$ cat src/core/acs_defs.svh
/*
 Constants of the converter sequencer: register offsets, fields, reset values, timing.
 Assumes a 50 MHz system clock and a byte-wide register port.
*/
`ifndef ACS_DEFS_SVH
`define ACS_DEFS_SVH

`define ACS_OFS_RES_HI 4'h0
`define ACS_OFS_RES_LO 4'h1
`define ACS_OFS_CTL_MAIN 4'h2
`define ACS_OFS_CTL_REF 4'h3
`define ACS_OFS_CTL_TIM 4'h4
`define ACS_OFS_ANA_LO 4'h5
`define ACS_OFS_ANA_MID 4'h6
`define ACS_OFS_ANA_HI 4'h7
`define ACS_OFS_STATUS 4'h8

`define ACS_BIT_EN 0
`define ACS_BIT_GO 1
`define ACS_BIT_DONE 0
`define ACS_RST_CTL 8'h00
`define ACS_RST_ANA 24'h000000

`define ACS_TRIG_CCP 2'h0
`define ACS_TRIG_CHARGE_TIME_UNIT 2'h1
`define ACS_TRIG_TMR1 2'h2
`define ACS_TRIG_RTC 2'h3
`define ACS_CCP_MODE_TRIG 4'hb

`define ACS_CLK_PERIOD_NS 20
`define ACS_RC_TAD_NS 4000
`define ACS_RC_TAD_CYC (`ACS_RC_TAD_NS / `ACS_CLK_PERIOD_NS)
`define ACS_INSTR_NS 80
`define ACS_INSTR_CYC ((`ACS_INSTR_NS + `ACS_CLK_PERIOD_NS - 1) / `ACS_CLK_PERIOD_NS)
`define ACS_CONV_TADS 14
`define ACS_RECOV_TADS 2

`endif

$ cat src/core/acs_pkg.sv
/*
 Types of the converter sequencer.
 Assumes nothing of its surroundings.
*/
package acs_pkg;

	typedef enum logic [2:0] {
		st_sample = 3'b000,
		st_defer = 3'b001,
		st_acq = 3'b010,
		st_conv = 3'b011,
		st_recov = 3'b100
	} acs_state_e;

endpackage

$ cat src/core/acs_top.sv
/*
 Conversion sequencer of a 12-bit successive-approximation converter with its registers.
 Assumes trigger pulses and the core result come from logic on clk_sys, pins do not.
*/
// The implementer's own choices: the register offsets and the strobed register port.
`timescale 1ns/1ns
`include "acs_defs.svh"

module acs_top (
	input wire logic clk_sys,
	input wire logic rst,
	input wire logic [3:0] addr,
	input wire logic [7:0] wr_data,
	input wire logic wr_en,
	input wire logic rd_en,
	output logic [7:0] rd_data,
	input wire logic trig_ccp,
	input wire logic [3:0] capture_mode_field,
	input wire logic trig_charge_time_unit,
	input wire logic charge_time_trigger_bit,
	input wire logic trig_tmr1,
	input wire logic trig_rtc,
	output logic timer_clear,
	input wire logic [23:0] port_pins,
	output logic [23:0] port_read,
	input wire logic [11:0] core_result,
	output logic sample_en,
	output logic conv_start,
	output logic conv_bit_tick,
	output logic [4:0] pos_channel_select,
	output logic [2:0] neg_channel_select,
	output logic [1:0] pos_reference_select,
	output logic neg_reference_select,
	output logic conv_done_irq_flag
);

	// ----------------------------------------------------------------
	// Decoding functions
	// ----------------------------------------------------------------

	function automatic logic [7:0] tad_ratio(input logic [2:0] sel);
		logic [7:0] r;
		r = 8'h02;
		case (sel)
			3'b000: r = 8'h02;
			3'b100: r = 8'h04;
			3'b001: r = 8'h08;
			3'b101: r = 8'h10;
			3'b010: r = 8'h20;
			3'b110: r = 8'h40;
			default: r = 8'(`ACS_RC_TAD_CYC);
		endcase
		return r;
	endfunction

	function automatic logic [4:0] acq_tads(input logic [2:0] sel);
		logic [4:0] t;
		t = 5'h00;
		case (sel)
			3'b000: t = 5'h00;
			3'b001: t = 5'h02;
			3'b010: t = 5'h04;
			3'b011: t = 5'h06;
			3'b100: t = 5'h08;
			3'b101: t = 5'h0c;
			3'b110: t = 5'h10;
			default: t = 5'h14;
		endcase
		return t;
	endfunction

	// ----------------------------------------------------------------
	// Registers and state
	// ----------------------------------------------------------------

	acs_pkg::acs_state_e state_r, state_nxt;
	logic en_r, en_nxt;
	logic go_r, go_nxt;
	logic [4:0] chs_r, chs_nxt;
	logic [7:0] ctl_ref_r, ctl_ref_nxt;
	logic [7:0] ctl_tim_r, ctl_tim_nxt;
	logic [23:0] ana_r, ana_nxt;
	logic done_r, done_nxt;
	logic [7:0] ratio_r, ratio_nxt;
	logic [7:0] div_r, div_nxt;
	logic [4:0] cnt_r, cnt_nxt;
	logic [7:0] res_hi_r, res_hi_nxt;
	logic [7:0] res_lo_r, res_lo_nxt;
	logic [7:0] rd_data_r, rd_data_nxt;
	logic [23:0] pin_s1_r, pin_s2_r;
	logic [23:0] port_read_r;
	logic sample_en_r, conv_start_r, conv_bit_tick_r, timer_clear_r;

	logic wr_main, wr_stat;
	logic busy, tad_tick, restart;
	logic trig_hit, go_req, go_start, abort, conv_done;

	// ----------------------------------------------------------------
	// Request decoding
	// ----------------------------------------------------------------

	always_comb begin
		wr_main = wr_en && (addr == `ACS_OFS_CTL_MAIN);
		wr_stat = wr_en && (addr == `ACS_OFS_STATUS);
		busy = (state_r == acs_pkg::st_defer) || (state_r == acs_pkg::st_acq) ||
			(state_r == acs_pkg::st_conv);
		tad_tick = (div_r == (ratio_r - 8'h01));
		trig_hit = 1'b0;
		case (ctl_ref_r[7:6])
			`ACS_TRIG_CCP: trig_hit = trig_ccp && (capture_mode_field == `ACS_CCP_MODE_TRIG);
			`ACS_TRIG_CHARGE_TIME_UNIT: trig_hit = trig_charge_time_unit && charge_time_trigger_bit;
			`ACS_TRIG_TMR1: trig_hit = trig_tmr1;
			default: trig_hit = trig_rtc;
		endcase
		// A go written together with the enable is ignored: the module must already be on.
		go_req = en_r && ((wr_main && wr_data[`ACS_BIT_GO] && wr_data[`ACS_BIT_EN]) ||
			trig_hit);
		// Start ignores channel and pin direction settings.
		go_start = go_req && (state_r == acs_pkg::st_sample);
		abort = busy && wr_main &&
			(!wr_data[`ACS_BIT_GO] || !wr_data[`ACS_BIT_EN]);
		conv_done = (state_r == acs_pkg::st_conv) && tad_tick && !abort &&
			(cnt_r == 5'(`ACS_CONV_TADS - 1));
	end

	// ----------------------------------------------------------------
	// Sequencer
	// ----------------------------------------------------------------

	always_comb begin
		state_nxt = state_r;
		case (state_r)
			acs_pkg::st_sample: begin
				if (go_start) begin
					if (ctl_tim_r[5:3] == 3'b000) begin
						state_nxt = acs_pkg::st_defer;
					end else begin
						state_nxt = acs_pkg::st_acq;
					end
				end
			end
			acs_pkg::st_defer: begin
				if (abort) begin
					state_nxt = acs_pkg::st_recov;
				end else if (cnt_r == 5'(`ACS_INSTR_CYC - 1)) begin
					state_nxt = acs_pkg::st_conv;
				end
			end
			acs_pkg::st_acq: begin
				if (abort) begin
					state_nxt = acs_pkg::st_recov;
				end else if (tad_tick && (cnt_r == acq_tads(ctl_tim_r[5:3]) - 5'h01)) begin
					state_nxt = acs_pkg::st_conv;
				end
			end
			acs_pkg::st_conv: begin
				if (abort || conv_done) begin
					state_nxt = acs_pkg::st_recov;
				end
			end
			acs_pkg::st_recov: begin
				if (tad_tick && (cnt_r == 5'(`ACS_RECOV_TADS - 1))) begin
					state_nxt = acs_pkg::st_sample;
				end
			end
			default: state_nxt = acs_pkg::st_sample;
		endcase
		restart = (state_nxt != state_r);
		// The ratio is frozen once a start leaves the sampling state.
		ratio_nxt = (state_r == acs_pkg::st_sample) ? tad_ratio(ctl_tim_r[2:0]) :
			ratio_r;
		div_nxt = (restart || tad_tick) ? 8'h00 : div_r + 8'h01;
		if (restart) begin
			cnt_nxt = 5'h00;
		end else if ((state_r == acs_pkg::st_defer) || tad_tick) begin
			cnt_nxt = cnt_r + 5'h01;
		end else begin
			cnt_nxt = cnt_r;
		end
	end

	always_ff @(posedge clk_sys or posedge rst) begin
		if (rst) begin
			state_r <= acs_pkg::st_sample;
			ratio_r <= 8'h02;
			div_r <= 8'h00;
			cnt_r <= 5'h00;
		end else begin
			state_r <= state_nxt;
			ratio_r <= ratio_nxt;
			div_r <= div_nxt;
			cnt_r <= cnt_nxt;
		end
	end

	// ----------------------------------------------------------------
	// Control registers
	// ----------------------------------------------------------------

	always_comb begin
		en_nxt = wr_main ? wr_data[`ACS_BIT_EN] : en_r;
		chs_nxt = wr_main ? wr_data[6:2] : chs_r;
		ctl_ref_nxt = (wr_en && (addr == `ACS_OFS_CTL_REF)) ? wr_data : ctl_ref_r;
		ctl_tim_nxt = (wr_en && (addr == `ACS_OFS_CTL_TIM)) ? (wr_data & 8'hbf) : ctl_tim_r;
		ana_nxt = ana_r;
		if (wr_en && (addr == `ACS_OFS_ANA_LO)) begin
			ana_nxt[7:0] = wr_data;
		end
		if (wr_en && (addr == `ACS_OFS_ANA_MID)) begin
			ana_nxt[15:8] = wr_data;
		end
		if (wr_en && (addr == `ACS_OFS_ANA_HI)) begin
			ana_nxt[23:16] = wr_data;
		end
		// Go stays high through deferral, acquisition and conversion.
		if (conv_done || abort) begin
			go_nxt = 1'b0;
		end else if (go_start) begin
			go_nxt = 1'b1;
		end else begin
			go_nxt = go_r;
		end
		// A completion in the cycle of a clear keeps the flag set.
		if (conv_done) begin
			done_nxt = 1'b1;
		end else if (wr_stat && wr_data[`ACS_BIT_DONE]) begin
			done_nxt = 1'b0;
		end else begin
			done_nxt = done_r;
		end
	end

	always_ff @(posedge clk_sys or posedge rst) begin
		if (rst) begin
			en_r <= 1'b0;
			go_r <= 1'b0;
			chs_r <= 5'h00;
			ctl_ref_r <= `ACS_RST_CTL;
			ctl_tim_r <= `ACS_RST_CTL;
			ana_r <= `ACS_RST_ANA;
			done_r <= 1'b0;
		end else begin
			en_r <= en_nxt;
			go_r <= go_nxt;
			chs_r <= chs_nxt;
			ctl_ref_r <= ctl_ref_nxt;
			ctl_tim_r <= ctl_tim_nxt;
			ana_r <= ana_nxt;
			done_r <= done_nxt;
		end
	end

	// ----------------------------------------------------------------
	// Result pair
	// ----------------------------------------------------------------

	// The pair has no reset so that its contents survive any reset.
	always_comb begin
		res_hi_nxt = res_hi_r;
		res_lo_nxt = res_lo_r;
		if (conv_done) begin
			if (ctl_tim_r[7]) begin
				res_hi_nxt = {4'h0, core_result[11:8]};
				res_lo_nxt = core_result[7:0];
			end else begin
				res_hi_nxt = core_result[11:4];
				res_lo_nxt = {core_result[3:0], 4'h0};
			end
		end else begin
			if (wr_en && (addr == `ACS_OFS_RES_HI)) begin
				res_hi_nxt = wr_data;
			end
			if (wr_en && (addr == `ACS_OFS_RES_LO)) begin
				res_lo_nxt = wr_data;
			end
		end
	end

	always_ff @(posedge clk_sys) begin
		res_hi_r <= res_hi_nxt;
		res_lo_r <= res_lo_nxt;
	end

	// ----------------------------------------------------------------
	// Read port
	// ----------------------------------------------------------------

	always_comb begin
		rd_data_nxt = 8'h00;
		if (rd_en) begin
			case (addr)
				`ACS_OFS_RES_HI: rd_data_nxt = res_hi_r;
				`ACS_OFS_RES_LO: rd_data_nxt = res_lo_r;
				`ACS_OFS_CTL_MAIN: rd_data_nxt = {1'b0, chs_r, go_r, en_r};
				`ACS_OFS_CTL_REF: rd_data_nxt = ctl_ref_r;
				`ACS_OFS_CTL_TIM: rd_data_nxt = ctl_tim_r;
				`ACS_OFS_ANA_LO: rd_data_nxt = ana_r[7:0];
				`ACS_OFS_ANA_MID: rd_data_nxt = ana_r[15:8];
				`ACS_OFS_ANA_HI: rd_data_nxt = ana_r[23:16];
				`ACS_OFS_STATUS: rd_data_nxt = {4'h0, state_r, done_r};
				default: rd_data_nxt = 8'h00;
			endcase
		end
	end

	// ----------------------------------------------------------------
	// Pins and strobes to the core
	// ----------------------------------------------------------------

	always_ff @(posedge clk_sys or posedge rst) begin
		if (rst) begin
			rd_data_r <= 8'h00;
			pin_s1_r <= 24'h000000;
			pin_s2_r <= 24'h000000;
			port_read_r <= 24'h000000;
			sample_en_r <= 1'b0;
			conv_start_r <= 1'b0;
			conv_bit_tick_r <= 1'b0;
			timer_clear_r <= 1'b0;
		end else begin
			rd_data_r <= rd_data_nxt;
			pin_s1_r <= port_pins;
			pin_s2_r <= pin_s1_r;
			port_read_r <= pin_s2_r & ~ana_r;
			sample_en_r <= en_nxt && ((state_nxt == acs_pkg::st_sample) ||
				(state_nxt == acs_pkg::st_defer) || (state_nxt == acs_pkg::st_acq));
			conv_start_r <= restart && (state_nxt == acs_pkg::st_conv);
			conv_bit_tick_r <= tad_tick && (state_r == acs_pkg::st_conv) && !abort;
			// The timer clear does not depend on the module enable.
			timer_clear_r <= trig_ccp &&
				(capture_mode_field == `ACS_CCP_MODE_TRIG);
		end
	end

	assign rd_data = rd_data_r;
	assign port_read = port_read_r;
	assign sample_en = sample_en_r;
	assign conv_start = conv_start_r;
	assign conv_bit_tick = conv_bit_tick_r;
	assign timer_clear = timer_clear_r;
	assign pos_channel_select = chs_r;
	assign neg_channel_select = ctl_ref_r[2:0];
	assign pos_reference_select = ctl_ref_r[5:4];
	assign neg_reference_select = ctl_ref_r[3];
	assign conv_done_irq_flag = done_r;

	// ----------------------------------------------------------------
	// Checks
	// ----------------------------------------------------------------

	logic [4:0] hlp_ticks_r;

	always_ff @(posedge clk_sys or posedge rst) begin
		if (rst) begin
			hlp_ticks_r <= 5'h00;
		end else if (state_nxt != state_r) begin
			hlp_ticks_r <= 5'h00;
		end else if (tad_tick) begin
			hlp_ticks_r <= hlp_ticks_r + 5'h01;
		end
	end

	property p_conv_len;
		@(posedge clk_sys) disable iff (rst)
		conv_done |-> (hlp_ticks_r == 5'd13) && (ratio_r == $past(ratio_r));
	endproperty
	a_conv_len: assert property (p_conv_len) else $error("conversion length wrong");

	property p_ratio16;
		@(posedge clk_sys) disable iff (rst)
		(state_r == acs_pkg::st_sample) && (ctl_tim_r[2:0] == 3'b101) |=> (ratio_r == 8'd16);
	endproperty
	a_ratio16: assert property (p_ratio16) else $error("divide by sixteen wrong");

	property p_ratio_rc;
		@(posedge clk_sys) disable iff (rst)
		(state_r == acs_pkg::st_sample) && (ctl_tim_r[1:0] == 2'b11) |=> (ratio_r == 8'd200);
	endproperty
	a_ratio_rc: assert property (p_ratio_rc) else $error("rc period wrong");

	property p_port_zero;
		@(posedge clk_sys) disable iff (rst)
		(port_read_r & $past(ana_r)) == 24'h000000;
	endproperty
	a_port_zero: assert property (p_port_zero) else $error("analog pin reads high");

	property p_defer;
		@(posedge clk_sys) disable iff (rst)
		go_start && (ctl_tim_r[5:3] == 3'b000) && !wr_main |=>
			(state_r == acs_pkg::st_defer)[*4] ##1 (state_r != acs_pkg::st_defer);
	endproperty
	a_defer: assert property (p_defer) else $error("start deferral wrong");

	property p_acq4;
		@(posedge clk_sys) disable iff (rst)
		(state_r == acs_pkg::st_acq) && (state_nxt == acs_pkg::st_conv) &&
			(ctl_tim_r[5:3] == 3'b010) |-> (hlp_ticks_r == 5'd3) && tad_tick;
	endproperty
	a_acq4: assert property (p_acq4) else $error("acquisition length wrong");

	property p_abort;
		@(posedge clk_sys) disable iff (rst)
		abort |=> $stable(res_hi_r) && $stable(res_lo_r) && !go_r &&
			(state_r == acs_pkg::st_recov);
	endproperty
	a_abort: assert property (p_abort) else $error("abort wrote result");

	property p_recov;
		@(posedge clk_sys) disable iff (rst)
		(state_r == acs_pkg::st_recov) && (state_nxt == acs_pkg::st_sample) |->
			(hlp_ticks_r == 5'd1);
	endproperty
	a_recov: assert property (p_recov) else $error("recovery wait wrong");

	property p_trig_off;
		@(posedge clk_sys) disable iff (rst)
		trig_hit && !en_r |=> $stable(go_r);
	endproperty
	a_trig_off: assert property (p_trig_off) else $error("trigger acted while off");

	property p_trig_on;
		@(posedge clk_sys) disable iff (rst)
		trig_hit && en_r && (state_r == acs_pkg::st_sample) && !wr_main |=> go_r && busy;
	endproperty
	a_trig_on: assert property (p_trig_on) else $error("trigger start missed");

	property p_tclr;
		@(posedge clk_sys) disable iff (rst)
		trig_ccp && (capture_mode_field == 4'hb) |=> timer_clear_r;
	endproperty
	a_tclr: assert property (p_tclr) else $error("timer clear missed");

	property p_done;
		@(posedge clk_sys) disable iff (rst)
		conv_done |=> !go_r && done_r && (state_r == acs_pkg::st_recov);
	endproperty
	a_done: assert property (p_done) else $error("completion effects missing");

	property p_go_busy;
		@(posedge clk_sys) disable iff (rst)
		busy |-> go_r;
	endproperty
	a_go_busy: assert property (p_go_busy) else $error("go low while busy");

	c_done: cover property (@(posedge clk_sys) disable iff (rst) conv_done);
	c_abort: cover property (@(posedge clk_sys) disable iff (rst) abort);
	c_trig: cover property (@(posedge clk_sys) disable iff (rst) trig_hit && go_start);
	c_acq: cover property (@(posedge clk_sys) disable iff (rst)
		(state_r == acs_pkg::st_acq) ##1 (state_r == acs_pkg::st_conv));

endmodule
$ cat config.mk
export PLATFORM = sky130hd
export DESIGN_NAME = acs_top
export DESIGN_NICKNAME = d
export VERILOG_FILES = /design/src/core/acs_pkg.sv /design/src/core/acs_top.sv
export VERILOG_INCLUDE_DIRS = /design/src /design/src/core
export SDC_FILE = /design/constraint.sdc
export NUM_CORES = 1
export LEC_CHECK = 0
export BUFFER_PORTS_ARGS = -buffer_cell sky130_fd_sc_hd__buf_4
export CAP_MARGIN = 20
export CELL_PAD_IN_SITES_DETAIL_PLACEMENT = 2
export CELL_PAD_IN_SITES_GLOBAL_PLACEMENT = 2
export CORE_UTILIZATION = 41
export CTS_BUF_LIST = sky130_fd_sc_hd__clkbuf_4 sky130_fd_sc_hd__clkbuf_8 sky130_fd_sc_hd__clkbuf_16
export CTS_CLUSTER_SIZE = 12
export DETAILED_ROUTE_END_ITERATION = 10
export GPL_TIMING_DRIVEN = 0
export PLACE_DENSITY_LB_ADDON = 0.15
export SLEW_MARGIN = 10
export SYNTH_ARGS = -nofsm -noshare
export SYNTH_HDL_FRONTEND = slang
export SYNTH_SLANG_ARGS = --single-unit
$ cat constraint.sdc
create_clock -name clk_sys -period 14.4 [get_ports clk_sys]
set_clock_uncertainty 0.05 [all_clocks]
set_input_delay 2.88 -clock clk_sys [delete_from_list [all_inputs] [get_ports clk_sys]]
set_output_delay 2.88 -clock clk_sys [all_outputs]
set_load 0.03 [all_outputs]
# Word level (Yosys, flattened, before mapping)
# Index checks and enable logic that the tools add are counted.
[op_classes]
div_mod_pow = 0
multipliers = 0
n_reduce_logical = 48
magnitude_cmp = 0
bitwise_logic = 2
n_addsub = 4
mux = 30
eq_ne = 35
n_shift = 0
[op_table]
columns = ["op", "n"]
rows = [
  ["8-bit case mux with 9 select lines", 1],
  ["8-bit two-way mux", 8],
  ["8-bit case mux with 6 select lines", 1],
  ["5-bit case mux with 7 select lines", 1],
  ["1-bit logical AND", 25],
  ["24-bit bitwise AND", 1],
  ["24-bit NOT", 1],
  ["3-bit by 2-bit equality test with 1-bit output (second input constant)", 7],
  ["3-bit equality test (second input constant)", 7],
  ["3-bit two-way mux", 7],
  ["5-bit two-way mux", 4],
  ["4-bit by 3-bit equality test with 1-bit output (second input constant)", 4],
  ["3-bit case mux with 5 select lines", 1],
  ["3-bit by 1-bit equality test with 1-bit output (second input constant)", 4],
  ["3-bit logical NOT", 4],
  ["2-bit nonzero test", 5],
  ["1-bit logical OR", 9],
  ["8-bit by 1-bit adder with 8-bit output (second input constant)", 1],
  ["4-bit by 2-bit equality test with 1-bit output (second input constant)", 2],
  ["4-bit equality test (second input constant)", 2],
  ["8-bit equality test", 1],
  ["8-bit by 1-bit subtractor with 8-bit output (second input constant)", 1],
  ["5-bit by 1-bit adder with 5-bit output (second input constant)", 1],
  ["5-bit by 1-bit equality test with 1-bit output (second input constant)", 1],
  ["other kinds (14)", 20],
]
[totals]
mem_bits_ro = 0
register_bits = 171
mem_bits_rw = 0
wordCells = 142
latch_bits = 0
n_memories = 0

# Longest topological paths before layout
# Gate-level depths: netlist (run 1).
[logic_depth]
ltp_word = 17
ltp_mapped = 11

# Worst setup path before layout (run 1)
# No wires, ideal clock.
[synth_timing]
path_type = "input-to-reg"
startpoint = "in addr[1]"
endpoint = "reg res_hi_r[0] (enable)"
setup_ps = 384
path_stages = 9
arrival_time_ps = 4774
slack_ps = 9192
t_required_ps = 13966
path_cell_list = "nor2b_1 and3_1 buf_2 a21oi_2 nand3_1 or4_4 buf_6 buf_8 o21ai_0"
[synth_via]
elab_chain_len = 8
elab_cells_between_ends = 10
classes_between = "eq/ne (1); reduce/logical (9)"
[synth_lines]
columns = ["element", "line_no", "rtl"]
rows = [
  ["from (decl)", "acs_top.sv:12", "input wire logic [3:0] addr,"],
  ["4-bit by 2-bit equality test with 1-bit output", "--", ""],
  ["1-bit logical AND", "acs_top.sv:103", "wr_main = wr_en && (addr == `ACS_OFS_CTL_MAIN);"],
  ["1-bit logical AND (2 in a row)", "acs_top.sv:120", "abort = busy && wr_main &&"],
  ["1-bit logical NOT", "acs_top.sv:122", "conv_done = (state_r == acs_pkg::st_conv) && tad_tick && !abort &&"],
  ["1-bit logical AND (2 in a row)", "acs_top.sv:122", ""],
  ["2-bit nonzero test (no line) *", "--", ""],
  ["to (signal assigned)", "acs_top.sv:280", "res_hi_r <= res_hi_nxt;"],
  ["to (decl)", "acs_top.sv:87", "logic [7:0] res_hi_r, res_hi_nxt;"],
]
# Every way passes the cells marked *; elsewhere a longest branch is shown, timed or not.
# A chain may end at the register's enable or synchronous reset.

# Worst setup path in the final report (run 1)
[layout_timing]
startpoint = "in wr_data[0]"
endpoint = "reg res_lo_r[4] (enable)"
[layout_via]
elab_chain_len = 7
[layout_lines]
columns = ["element", "line_no", "rtl"]
rows = [
  ["from (decl)", "acs_top.sv:13", "input wire logic [7:0] wr_data,"],
  ["1-bit logical NOT", "acs_top.sv:121", "(!wr_data[`ACS_BIT_GO] || !wr_data[`ACS_BIT_EN]);"],
  ["1-bit logical OR", "acs_top.sv:121", ""],
  ["1-bit logical AND", "acs_top.sv:120", ""],
  ["1-bit logical NOT", "acs_top.sv:122", ""],
  ["1-bit logical AND (2 in a row)", "acs_top.sv:122", ""],
  ["2-bit nonzero test (no line)", "--", ""],
  ["to (signal assigned)", "acs_top.sv:281", "res_lo_r <= res_lo_nxt;"],
  ["to (decl)", "acs_top.sv:88", "logic [7:0] res_lo_r, res_lo_nxt;"],
]
# No other way between the ends.

==> tab_implementation.tex, run 1 <==
\begin{tabular}{lr}
\hline
Metric & Value \\
\hline
\multicolumn{2}{l}{\textbf{Drt}} \\
Starting DRT DRC Count & 254 \\
Detailed Routing Iterations Pass 1 & 5 \\
Number of vias after detailed routing & around 5,200 \\
Routed Wire Length & 22,600 µm \\
Mean number of vias per cell & roughly 5.5 \\
Post-DRT Antenna Nets & 0 \\
Average wire per standard cell & 23.8 µm \\
Post-route DRC & 0 \\
\multicolumn{2}{l}{\textbf{Die}} \\
Die outline area & roughly 0.018 mm² \\
Top-level port count & between 100 and 150 \\
Die Wd & 134 µm \\
Starting utilization of the core area & 0.425 \\
Cell Rows & 47 \\
CORE AREA & between 0.015 and 0.02 mm² \\
Vertical die dimension & between 100 and 150 µm \\
\multicolumn{2}{l}{\textbf{Setup path}} \\
Crit path capture type & flop \\
Length in cells of the worst reg-to-reg path & 10 \\
CP Launch Type & primary input \\
Capture point of the worst reg-to-reg path & res\_lo\_r[4] \\
Required @ worst endpoint & approximately 14,000 ps \\
Worst reg-to-reg setup slack & $\sim$11,000 ps \\
Source of the worst register-to-register timing path & ratio\_r[1] \\
Worst endpoint data arrival time & around 5500 ps \\
Critical-path maximum fanout & 10 \\
Crit Path Class & primary input to flop \\
\multicolumn{2}{l}{\textbf{Synth}} \\
Portion of synthesized cell area occupied by the leading cell type & 0.537 \\
Main area contributors after synthesis & sky130\_fd\_sc\_hd\_\_dfrtp\_1, sky130\_fd\_sc\_hd\_\_mux2\_2, sky130\_fd\_sc\_hd\_\_edfxtp\_1 \\
Fraction of synthesized area in multiplexers & 0.107 \\
Net Count, Synth & between 600 and 700 \\
Async set-or-reset flop fraction in the synthesized netlist & 0.906 \\
Synthesized flop and latch total & between 150 and 200 \\
Cell taking the most area after synthesis & sky130\_fd\_sc\_hd\_\_dfrtp\_1 \\
Yosys warnings & 0 \\
Number of instances in the synthesized netlist & between 500 and 600 \\
Area fraction in and, or, nand and nor cells after synthesis & 0.133 \\
Post-synthesis share of cell area spent on full adders, half adders and majority gates & 0.00877 \\
Share of synthesized area occupied by flip-flops and latches & 0.608 \\
Mean area per synthesized cell & 12.1 µm² \\
Count of flip-flops with a built-in enable after synthesis & 16 \\
Compound-cell area share of the yosys netlist & 0.0898 \\
Share of the synthesized netlist area taken by xor and xnor gates & 0.0246 \\
Synthesized cell area & approximately 0.0071 mm² \\
Primary flip-flop cell chosen by synthesis mapping & sky130\_fd\_sc\_hd\_\_dfrtp\_1 \\
Distinct cells, synth & 64 \\
Combinational family with the most area after synthesis & simple AND/OR/NAND/NOR gates \\
\multicolumn{2}{l}{\textbf{STA}} \\
Post-route minimum period & approximately 5500 ps \\
Setup tns final & 0 ps \\
Final hold violation count & 0 \\
Max-slew headroom at the worst pin & 0.284 \\
Final-report max-slew violation count & 0 \\
Tightest Pin Transition & 1070 ps \\
Achievable Freq & between 150 and 200 MHz \\
Unrepaired setup endpoints after global routing & no \\
Setup violation total in the final timing report & 0 \\
Tcrit/Tclk final & 0.382 \\
\multicolumn{2}{l}{\textbf{Worst hold path}} \\
Endpoint of the worst hold path & pin\_s2\_r[3] \\
Cell depth of the worst hold path & 0 \\
Launch point of the worst hold path & pin\_s1\_r[3] \\
Worst min-delay path class & flop to flop \\
\multicolumn{2}{l}{\textbf{Global routing}} \\
Number of global-route vias before repair & 6,215 \\
Pin count of the biggest net entering global routing & 86 \\
Wire length of the first global-routing pass & $\sim$36,000 µm \\
Antenna violations before repair & 1 \\
Total grt overflow & 0 \\
Total Routing Usage GR & 0.273 \\
\multicolumn{2}{l}{\textbf{Pwr}} \\
Power per unit of standard cell area & around 160 mW/mm² \\
IR Drop Worst-Case VDD & approximately 0.095 mV \\
Static Leakage & $\sim$0.004 µW \\
\multicolumn{2}{l}{\textbf{Clock tree}} \\
Clock slew seen by the registers of the worst setup and hold paths & approximately 70 ps \\
Maximum buffer depth of the clock tree & 2 \\
Clock tree from TritonCTS & built \\
Clock sink total & 170 \\
Root Buffer Master & sky130\_fd\_sc\_hd\_\_clkbuf\_16 \\
Number of gates given a new drive strength after cts & 0 \\
Number of buffers inserted by post-CTS setup repair & 0 \\
Clock insertion delay at the later pin of the skew report & $\sim$460 ps \\
H-tree Lvls & 4 \\
Clock buffers created by TritonCTS & 17 \\
\# hold bufs at CTS & 0 \\
\multicolumn{2}{l}{\textbf{Finish}} \\
Number of non-filler instances in the completed layout & 950 \\
Area overhead of the layout relative to synthesis & 23.8\% \\
Net count, final & slightly below 800 \\
Ratio of cells with drive above 1 in the final layout & 0.305 \\
ANT cells & 0 \\
\multicolumn{2}{l}{\textbf{Placement}} \\
Number of placed instances with taps included & 917 \\
Final RePlAce weighted congestion & between 0.8 and 0.9 \\
I/O Buffers & between 100 and 150 \\
Detailed-placement wirelength estimate & about 16,000 µm \\
\multicolumn{2}{l}{\textbf{Status}} \\
Run status & complete, no violations \\
\multicolumn{2}{l}{\textbf{Flow run}} \\
Maximum capacitance violations & 0 \\
\hline
\end{tabular}
## synth_stat cells (4+ instances only)
cell,count
sky130_fd_sc_hd__mux2_2,43
sky130_fd_sc_hd__xnor2_1,7
sky130_fd_sc_hd__a31oi_1,6
sky130_fd_sc_hd__a211oi_1,4
sky130_fd_sc_hd__inv_1,11
sky130_fd_sc_hd__a21oi_1,13
sky130_fd_sc_hd__buf_4,5
sky130_fd_sc_hd__ha_1,5
sky130_fd_sc_hd__nand3_1,16
sky130_fd_sc_hd__nand2b_1,9
sky130_fd_sc_hd__dfrtp_1,153
sky130_fd_sc_hd__o21ai_0,31
sky130_fd_sc_hd__nor2b_1,29
sky130_fd_sc_hd__nor3_1,14
sky130_fd_sc_hd__and3_1,4
sky130_fd_sc_hd__nand2_1,64
sky130_fd_sc_hd__o21ai_2,7
sky130_fd_sc_hd__clkbuf_1,15
sky130_fd_sc_hd__a22oi_1,5
sky130_fd_sc_hd__nor2_1,25
sky130_fd_sc_hd__or3_1,5
sky130_fd_sc_hd__edfxtp_1,16
sky130_fd_sc_hd__xor2_1,13
sky130_fd_sc_hd__mux2i_1,23
sky130_fd_sc_hd__buf_2,7
## sequential cells by signal, summed over array words and instances, names as in the netlist
signal,flops
conv_done_irq_flag,1
ana_r,24
pin_s2_r,24
go_r,1
ctl_ref_r,8
pos_channel_select,5
conv_start,1
state_r,3
div_r,8
ratio_r,7
cnt_r,5
en_r,1
ctl_tim_r,7
res_hi_r,8
port_read,24
timer_clear,1
res_lo_r,8
pin_s1_r,24
rd_data,8
conv_bit_tick,1
sample_en,1
## power by group
group / total (µW) / internal [µW] / switching (µW)
clock network: 448 / 231 / 217
registers: 618 / 554 / 64.0
logic: 381 / 154 / 227
total: 1450 / 939 / 508
## metal layers
layer,GRT usage,vias up,wire [µm]
li1,-,2315,-
met1,0.312,2747,9000
met2,0.492,132,12100
met3,0.0571,47,850
met4,0.117,2,627
met5,0,-,15
## per-stage QoR
stage	worst slack [ps]	utilization	cell area (µm²)	total power, µW	hold slack, ps
final	8900	0.527	8830	1450	299
after global routing	8750	0.527	8830	1520	309
after CTS	8900	0.526	8810	1460	302
after detailed placement	8420	0.492	8250	1000	286
after global placement	5710	0.489	8200	971	282
after floorplan	7320	-	7130	860	281
## worst max path at each step
stage | startpoint | end | slack (ps) | cells after the start
floorplan | rst | ana_r[0] | 7320 | 1
global placement | rst | port_read[21] | 5710 | 2
detailed placement | wr_data[0] | res_lo_r[4] | 8420 | 8
CTS | wr_data[0] | res_lo_r[4] | 8900 | 8
global route | wr_data[0] | res_lo_r[5] | 8750 | 8
finish | wr_data[0] | res_lo_r[4] | 8900 | 8
## worst max-delay path, stage by stage
cell,delay [ps]
sky130_fd_sc_hd__clkbuf_1,500
sky130_fd_sc_hd__nand2_1,240
sky130_fd_sc_hd__a21oi_2,290
sky130_fd_sc_hd__nand3_1,210
sky130_fd_sc_hd__or4_4,600
sky130_fd_sc_hd__buf_6,180
sky130_fd_sc_hd__buf_8,160
sky130_fd_sc_hd__o21ai_1,460
## final cells by class
type,instances,area [µm²]
plain buffers,32,166
well taps,220,275
clock inverters,14,133
flip-flops and latches,170,4340
repair buffers,110,847
multi-input cells,375,2590
clock buffers,18,433
fillers,1650,7930
inverters,11,48.8
## cell families after synthesis
logic type	count (synthesis)
AOI/OAI and AO/OA	96
DFF	170
and+or+nand+nor	186
xor gates and xnor gates	20
buffers and inverters	43
muxes	68
adders and majority gates	5
## cells in the final DEF (no fill, tap or decap), drive strengths merged, types with 3 or more instances in the layout
cell type  count
o21ai         38
nor3          14
clkbuf        33
a22o           3
buf          127
a21oi         14
nand2b         9
nand3b         3
xnor2          7
mux2i         23
a31oi          6
edfxtp        16
and3           5
xor2          13
ha             5
o211ai         3
o22ai          3
nand2         64
nor2          25
a211oi         5
mux2          43
nand3         18
a22oi          5
or3            5
clkinv         4
dfrtp        153
inv           19
nor2b         29
Note: power is estimated with default switching activity, not from simulation.
==> run 2: changes to the inputs <==
--- a/config.mk
+++ b/config.mk
@@ -10,7 +10,7 @@
 export CAP_MARGIN = 20
 export CELL_PAD_IN_SITES_DETAIL_PLACEMENT = 2
 export CELL_PAD_IN_SITES_GLOBAL_PLACEMENT = 2
-export CORE_UTILIZATION = 41
+export CORE_UTILIZATION = 38
 export CTS_BUF_LIST = sky130_fd_sc_hd__clkbuf_4 sky130_fd_sc_hd__clkbuf_8 sky130_fd_sc_hd__clkbuf_16
 export CTS_CLUSTER_SIZE = 12
 export DETAILED_ROUTE_END_ITERATION = 10
==> constraint.sdc (replaced) <==
create_clock -name clk_sys -period 5.5 [get_ports clk_sys]
set_clock_uncertainty 0.05 [all_clocks]
set_input_delay 1.1 -clock clk_sys [delete_from_list [all_inputs] [get_ports clk_sys]]
set_output_delay 1.1 -clock clk_sys [all_outputs]
set_load 0.03 [all_outputs]
==> tab_implementation.tex, run 2 (synthesized netlist as in run 1, its figures left out) <==
\begin{tabular}{lr}
\hline
Metric & Value \\
\hline
\multicolumn{2}{l}{\textbf{STA}} \\
Unrepaired setup endpoints after global routing & no \\
Post-route minimum period & around 3800 ps \\
Tightest Pin Transition & 1130 ps (+64.2 ps) \\
Final-report max-slew violation count & 0 (unchanged) \\
Final hold violation count & 0 (unchanged) \\
Max-slew headroom at the worst pin & 0.241 (-0.0429) \\
Achievable Freq & about 270 MHz \\
Tcrit/Tclk final & 0.682 \\
Setup violation total in the final timing report & 0 (unchanged) \\
\multicolumn{2}{l}{\textbf{Setup path}} \\
Length in cells of the worst reg-to-reg path & 11 (+1) \\
Standard cell with the maximum stage delay on the critical path & sky130\_fd\_sc\_hd\_\_or4\_4 \\
Largest stage delay on the critical path & 590 ps (about the same) \\
Worst Path Buf+Inv & 4 (+1) \\
Crit Path Class & primary input to flop \\
Worst endpoint data arrival time & 3850 ps (-1690 ps) \\
Source of the worst register-to-register timing path & ratio\_r[1] \\
Worst reg-to-reg setup slack & 1810 ps (-8980 ps) \\
CP Launch Type & primary input \\
Capture point of the worst reg-to-reg path & res\_hi\_r[0] \\
Required @ worst endpoint & 5600 ps (-8830 ps) \\
Critical-path maximum fanout & 10 (unchanged) \\
Critical path's top delay family & buffers and inverters \\
Crit path cell chain & clkbuf\_1 > nand2\_1 > a21oi\_2 > nand3\_1 > or4\_4 > buf\_6 > buf\_8 > o21ai\_0 > buf\_2 \\
Crit path capture type & flop \\
\multicolumn{2}{l}{\textbf{Finish}} \\
Ratio of cells with drive above 1 in the final layout & 0.306 (+0.000419) \\
ANT cells & 0 (unchanged) \\
Net count, final & 782 (-0.13\%) \\
Area overhead of the layout relative to synthesis & 24.8\% \\
Most frequent standard cell in the layout excluding fill and tap cells & sky130\_fd\_sc\_hd\_\_dfrtp\_1 \\
Final instance area & 0.00890 mm² (+0.79\%) \\
Commonest cells after routing, fill and taps aside & sky130\_fd\_sc\_hd\_\_dfrtp\_1, sky130\_fd\_sc\_hd\_\_buf\_4, sky130\_fd\_sc\_hd\_\_nand2\_1, sky130\_fd\_sc\_hd\_\_mux2\_2, sky130\_fd\_sc\_hd\_\_o21ai\_0 \\
\multicolumn{2}{l}{\textbf{Global routing}} \\
Total grt overflow & 0 (unchanged) \\
Total Routing Usage GR & 0.244 (-0.0295) \\
Met3 track demand over resource & 0.0511 (-0.00596) \\
Number of global-route vias before repair & 6,068 (-2.4\%) \\
Antenna violations before repair & 0 (-1) \\
Most used routing layer in global routing & met2 \\
Pin count of the biggest net entering global routing & 82 (-4.7\%) \\
Met1 track utilization from global routing & 0.297 (-0.0145) \\
Met2 usage & 0.429 (-0.0629) \\
Wire length of the first global-routing pass & 35,100 µm (-1.5\%) \\
\multicolumn{2}{l}{\textbf{Die}} \\
Starting utilization of the core area & 0.393 (-0.0325) \\
Die Wd & 139 µm (+3.8\%) \\
Die outline area & 0.0193 mm² (+7.8\%) \\
Cell Rows & 49 (+4.3\%) \\
Top-level port count & 109 (unchanged) \\
Vertical die dimension & 139 µm (+3.8\%) \\
CORE AREA & 0.0181 mm² (+8.3\%) \\
\multicolumn{2}{l}{\textbf{Drt}} \\
Routed Wire Length & 22,000 µm (-2.8\%) \\
Post-DRT Antenna Nets & 0 (unchanged) \\
Number of vias after detailed routing & 5,200 (-0.82\%) \\
Starting DRT DRC Count & 273 (+7.5\%) \\
Post-route DRC & 3 (+3) \\
Average wire per standard cell & 22.9 µm (-3.6\%) \\
Mean number of vias per cell & 5.43 (-1.6\%) \\
Detailed Routing Iterations Pass 1 & 9 (+4) \\
\multicolumn{2}{l}{\textbf{Placement}} \\
Placed instance area & 0.00827 mm² (+0.24\%) \\
Detailed-placement wirelength estimate & 15,200 µm (-2.9\%) \\
I/O Buffers & 106 (unchanged) \\
Final RePlAce weighted congestion & 0.813 (-0.33\%) \\
\multicolumn{2}{l}{\textbf{Clock tree}} \\
Maximum buffer depth of the clock tree & 2 (unchanged) \\
Clock sink total & 170 (unchanged) \\
\# hold bufs at CTS & 0 (unchanged) \\
Number of buffers inserted by post-CTS setup repair & 0 (unchanged) \\
Clock insertion delay at the later pin of the skew report & 440 ps (-20 ps) \\
Clock buffers created by TritonCTS & 17 (unchanged) \\
Root Buffer Master & sky130\_fd\_sc\_hd\_\_clkbuf\_16 \\
H-tree Lvls & 4 (unchanged) \\
Clock tree from TritonCTS & built \\
Clock slew seen by the registers of the worst setup and hold paths & 70 ps (about the same) \\
Number of gates given a new drive strength after cts & 0 (unchanged) \\
\multicolumn{2}{l}{\textbf{Status}} \\
Run status & finished with violations \\
Violations in the final reports & design-rule violations \\
\multicolumn{2}{l}{\textbf{Pwr}} \\
Power after layout & 3870 µW (+170\%) \\
IR Drop Worst-Case VDD & 0.231 mV (+140\%) \\
Power per unit of standard cell area & 435 mW/mm² (+170\%) \\
Static Leakage & 0.00402 µW (+0.52\%) \\
\multicolumn{2}{l}{\textbf{Worst hold path}} \\
Worst min-delay path class & flop to flop \\
Endpoint of the worst hold path & pin\_s2\_r[12] \\
Cell depth of the worst hold path & 0 (unchanged) \\
Launch point of the worst hold path & pin\_s1\_r[12] \\
\multicolumn{2}{l}{\textbf{Flow run}} \\
Maximum capacitance violations & 0 (unchanged) \\
\hline
\end{tabular}
## run 2: changes by cell type in the layout (fill, tap and decap cells not counted)
cell                         delta
sky130_fd_sc_hd__inv_8          -3
sky130_fd_sc_hd__clkinv_2       -2
sky130_fd_sc_hd__clkinv_8       +2
sky130_fd_sc_hd__nor3_1         -1
sky130_fd_sc_hd__clkinvlp_4     -1
sky130_fd_sc_hd__inv_6          +3
sky130_fd_sc_hd__buf_4          -1
sky130_fd_sc_hd__nor3_2         +1
sky130_fd_sc_hd__inv_4          -1
sky130_fd_sc_hd__bufinv_16      +2
## run 2: power breakdown
group / internal (µW) / leakage, µW / total [µW] / switching (µW)
sequential: 1450 / 0.00205 / 1610 / 163
clock: 701 / 0.000304 / 1280 / 576
combinational: 403 / 0.00167 / 984 / 580
total: 2550 / 0.00402 / 3870 / 1320
## run 2: per-layer routing
metal / up-vias / wire (µm)
li1: 2322 / -
met1: 2718 / 9460
met2: 122 / 11300
met3: 38 / 709
met4: 0 / 484
met5: - / 0
## run 2: layout make-up
class / count / area, µm²
fillers: 1830 / 9250
flip-flops and latches: 170 / 4340
multi-input cells: 375 / 2590
repair buffers: 109 / 840
clock buffers: 18 / 433
well taps: 229 / 287
clock inverters: 14 / 194
plain buffers: 32 / 166
inverters: 11 / 48.8
## run 2: through the flow
stage | setup slack (ps) | setup TNS, ps | hold WS [ps] | utilization | instances
after floorplan | 202 | 0 | 281 | - | 588
after global placement | -1440 | -218090 | 282 | 0.453 | 923
after detailed placement | 1240 | 0 | 286 | 0.456 | 926
after CTS | 1740 | 0 | 306 | 0.490 | 958
after global routing | 1610 | 0 | 312 | 0.490 | 958
final | 1750 | 0 | 303 | 0.490 | 958
## run 2: worst max path at each step
stage                              to       start  slack [ps]  depth (start not counted)
after floorplan              ana_r[0]         rst         200                          1
after global placement    pin_s2_r[5]         rst       -1440                          2
after detailed placement  res_hi_r[0]  wr_data[0]        1240                          9
after CTS                 res_lo_r[7]  wr_data[0]        1740                          8
after global routing      res_lo_r[7]  wr_data[0]        1610                          8
final                     res_hi_r[0]  wr_data[0]        1750                          9
## run 2: worst reg2reg max path, delay by kind of cell (launching register included)
| kind | cells | cell delay, ps |
|---|---|---|
| adder cells (fa/ha/maj) | 1 | 260 |
| flip-flops | 1 | 580 |
| AND/OR/NAND/NOR | 3 | 990 |
| buffers and inverters | 4 | 700 |
| AO/OA/AOI/OAI | 3 | 820 |
==> run 3: changes to the inputs <==
==> constraint.sdc (replaced) <==
create_clock -name clk_sys -period 3.6 [get_ports clk_sys]
set_clock_uncertainty 0.05 [all_clocks]
set_input_delay 0.72 -clock clk_sys [delete_from_list [all_inputs] [get_ports clk_sys]]
set_output_delay 0.72 -clock clk_sys [all_outputs]
set_load 0.03 [all_outputs]
==> tab_implementation.tex, run 3 (synthesized netlist as in run 1, its figures left out) <==
\begin{tabular}{lr}
\hline
Metric & Value \\
\hline
\multicolumn{2}{l}{\textbf{STA}} \\
Setup violation total in the final timing report & 0 (unchanged) \\
Final-report max-slew violation count & 0 (unchanged) \\
Tcrit/Tclk final & 0.957 \\
Final hold violation count & 0 (unchanged) \\
Setup tns final & 0 ps (unchanged) \\
Max-slew headroom at the worst pin & 0.276 (+0.0351) \\
Tightest Pin Transition & 1080 ps (-52.5 ps) \\
Achievable Freq & 290 MHz \\
Hold\_ws & 281 ps (-21.5 ps) \\
Post-route minimum period & about 3400 ps \\
\multicolumn{2}{l}{\textbf{Pwr}} \\
Internal cell power & 3800 µW (+49\%) \\
Combinational share of power & 0.263 (+0.009) \\
Power per unit of standard cell area & 656 mW/mm² (+51\%) \\
Sw Pwr & 2070 µW (+57\%) \\
Static Leakage & 0.00404 µW (+0.42\%) \\
IR Drop Worst-Case VDD & 0.380 mV (+65\%) \\
Relative contribution of sequential cells to total power & 0.419 (+0.003) \\
Fraction of power spent switching nets & 0.353 (+0.0120) \\
Clock power frac & 0.317 (-0.013) \\
\multicolumn{2}{l}{\textbf{Die}} \\
Starting utilization of the core area & 0.393 (unchanged) \\
CORE AREA & 0.0181 mm² (unchanged) \\
Cell Rows & 49 (unchanged) \\
Die outline area & 0.0193 mm² (unchanged) \\
Vertical die dimension & 139 µm (unchanged) \\
Die Wd & 139 µm (unchanged) \\
Top-level port count & 109 (unchanged) \\
\multicolumn{2}{l}{\textbf{Finish}} \\
Area overhead of the layout relative to synthesis & 25.5\% \\
Commonest cells after routing, fill and taps aside & sky130\_fd\_sc\_hd\_\_dfrtp\_1, sky130\_fd\_sc\_hd\_\_buf\_4, sky130\_fd\_sc\_hd\_\_nand2\_1, sky130\_fd\_sc\_hd\_\_mux2\_2 \\
Most frequent standard cell in the layout excluding fill and tap cells & sky130\_fd\_sc\_hd\_\_dfrtp\_1 \\
Combined flip-flop and latch cell area & 0.00434 mm² (unchanged) \\
Number of non-filler instances in the completed layout & 963 (+0.52\%) \\
Area of combinational cells with multiple inputs & 0.00260 mm² (+0.24\%) \\
Ratio of cells with drive above 1 in the final layout & 0.310 (+0.00379) \\
Net count, final & 786 (+0.51\%) \\
Filler cells & 1,841 (+0.60\%) \\
\multicolumn{2}{l}{\textbf{Global routing}} \\
Antenna violations before repair & 1 (+1) \\
Total Routing Usage GR & 0.237 (-0.00701) \\
Number of global-route vias before repair & 5,961 (-1.8\%) \\
Total grt overflow & 0 (unchanged) \\
Pin count of the biggest net entering global routing & 41 (-50\%) \\
Wire length of the first global-routing pass & 34,300 µm (-2.4\%) \\
\multicolumn{2}{l}{\textbf{Placement}} \\
Detailed-placement wirelength estimate & 15,700 µm (+3.3\%) \\
I/O Buffers & 106 (unchanged) \\
Number of placed instances with taps included & 930 (+0.43\%) \\
Final RePlAce weighted congestion & 0.818 (+0.63\%) \\
\multicolumn{2}{l}{\textbf{Clock tree}} \\
Root Buffer Master & sky130\_fd\_sc\_hd\_\_clkbuf\_16 \\
Maximum buffer depth of the clock tree & 2 (unchanged) \\
Clock sink total & 170 (unchanged) \\
H-tree Lvls & 4 (unchanged) \\
Clock tree from TritonCTS & built \\
Clock slew seen by the registers of the worst setup and hold paths & 80 ps (about the same) \\
Clock insertion delay at the later pin of the skew report & 440 ps (about the same) \\
Clock buffers created by TritonCTS & 17 (unchanged) \\
\multicolumn{2}{l}{\textbf{Setup path}} \\
Capture point of the worst reg-to-reg path & res\_hi\_r[7] \\
Worst reg-to-reg setup slack & 150 ps (-1660 ps) \\
Source of the worst register-to-register timing path & ratio\_r[1] \\
Worst endpoint data arrival time & 3540 ps (-310 ps) \\
Crit Path Class & flop to flop \\
Length in cells of the worst reg-to-reg path & 11 (unchanged) \\
CP Launch Type & flop \\
Beginning of the critical path & ratio\_r[1] \\
Critical-path maximum fanout & 10 (unchanged) \\
Required @ worst endpoint & 3690 ps (-1910 ps) \\
Crit path capture type & flop \\
\multicolumn{2}{l}{\textbf{Drt}} \\
Average wire per standard cell & 22.6 µm (-1.6\%) \\
Starting DRT DRC Count & 204 (-25\%) \\
Post-DRT Antenna Nets & 0 (unchanged) \\
Detailed Routing Iterations Pass 1 & 6 (-3) \\
Post-route DRC & 0 (-3) \\
Number of vias after detailed routing & 5,179 (-0.40\%) \\
Mean number of vias per cell & 5.38 (-0.92\%) \\
Routed Wire Length & 21,700 µm (-1.1\%) \\
\multicolumn{2}{l}{\textbf{Status}} \\
Run status & complete, no violations \\
\multicolumn{2}{l}{\textbf{Flow run}} \\
Maximum capacitance violations & 0 (unchanged) \\
\multicolumn{2}{l}{\textbf{Worst hold path}} \\
Worst min-delay path class & primary input to asynchronous set/reset pin \\
\hline
\end{tabular}
==> run 3: cell types whose count changed in the layout (fill, tap and decap cells not counted), moves of 2 or more <==
| cell | delta |
|---|---|
| sky130_fd_sc_hd__buf_4 | +2 |
| sky130_fd_sc_hd__bufinv_16 | -2 |
| sky130_fd_sc_hd__inv_6 | -2 |
| sky130_fd_sc_hd__buf_12 | +4 |
| sky130_fd_sc_hd__clkinv_8 | +2 |
==> run 3: per-layer routing <==
layer	wire, µm	GRT usage	vias to the layer above
met4	448	0.0743	2
met5	9	0	-
met3	921	0.0521	35
met2	11500	0.429	132
li1	-	-	2328
met1	8810	0.278	2682
==> run 3: power groups by stage <==
stage               combinational, µW  sequential [µW]  clock, µW
floorplan                         908             2530          0
global placement                 1430             2480          0
detailed placement               1510             2500          0
CTS                              1550             2470       1900
global route                     1670             2500       1970
finish                           1550             2460       1860
==> run 3: how the worst max path moves through the flow <==
stage | cells past startpoint | end | slack, ps
after floorplan | 10 | res_hi_r[0] | 470
after global placement | 8 | res_lo_r[7] | -220
after detailed placement | 8 | res_lo_r[7] | -310
after CTS | 11 | res_hi_r[7] | 20
after global routing | 11 | res_hi_r[7] | -5
final | 11 | res_hi_r[7] | 150
==> run 3: through the flow <==
stage | utilization | instance area [µm²] | worst slack (ps) | power, µW
4_1_cts | 0.492 | 8930 | 16.5 | 5920
3_3_place_gp | 0.453 | 8220 | -216 | 3900
3_5_place_dp | 0.458 | 8320 | -311 | 4010
6_report | 0.493 | 8950 | 154 | 5870
2_1_floorplan | - | 7130 | 468 | 3440
5_1_grt | 0.493 | 8940 | -4.63 | 6140
==> run 3: worst max-delay path, stage by stage (launching register included) <==
cell and delay [ps]:
sky130_fd_sc_hd__dfstp_2 570, sky130_fd_sc_hd__inv_1 70, sky130_fd_sc_hd__ha_1 250, sky130_fd_sc_hd__nor3b_4 180, sky130_fd_sc_hd__a21o_2 210, sky130_fd_sc_hd__a211oi_4 270
sky130_fd_sc_hd__nand3_2 190, sky130_fd_sc_hd__or4_4 600, sky130_fd_sc_hd__buf_6 170, sky130_fd_sc_hd__buf_8 160, sky130_fd_sc_hd__o21ai_1 200, sky130_fd_sc_hd__buf_4 230
==> run 3: cell type report <==
class	instances	share of cell area
Sequential cell	170	0.485
Inverter	11	0.00503
Tap cell	229	0.0320
Antenna cell	1	0.000280
Multi-Input combinational cell	375	0.290
Clock inverter	14	0.0192
Buffer	32	0.0186
Clock buffer	18	0.0491
Timing Repair Buffer	113	0.101
==> run 3: timing repair <==
item | CTS | global route
endpoints found under the hold margin | 0 | 0
setup buffers | 0 | 0
resized for setup | 1 | 4
endpoints found under the setup margin | 8 | 6
hold buffers | 0 | 0
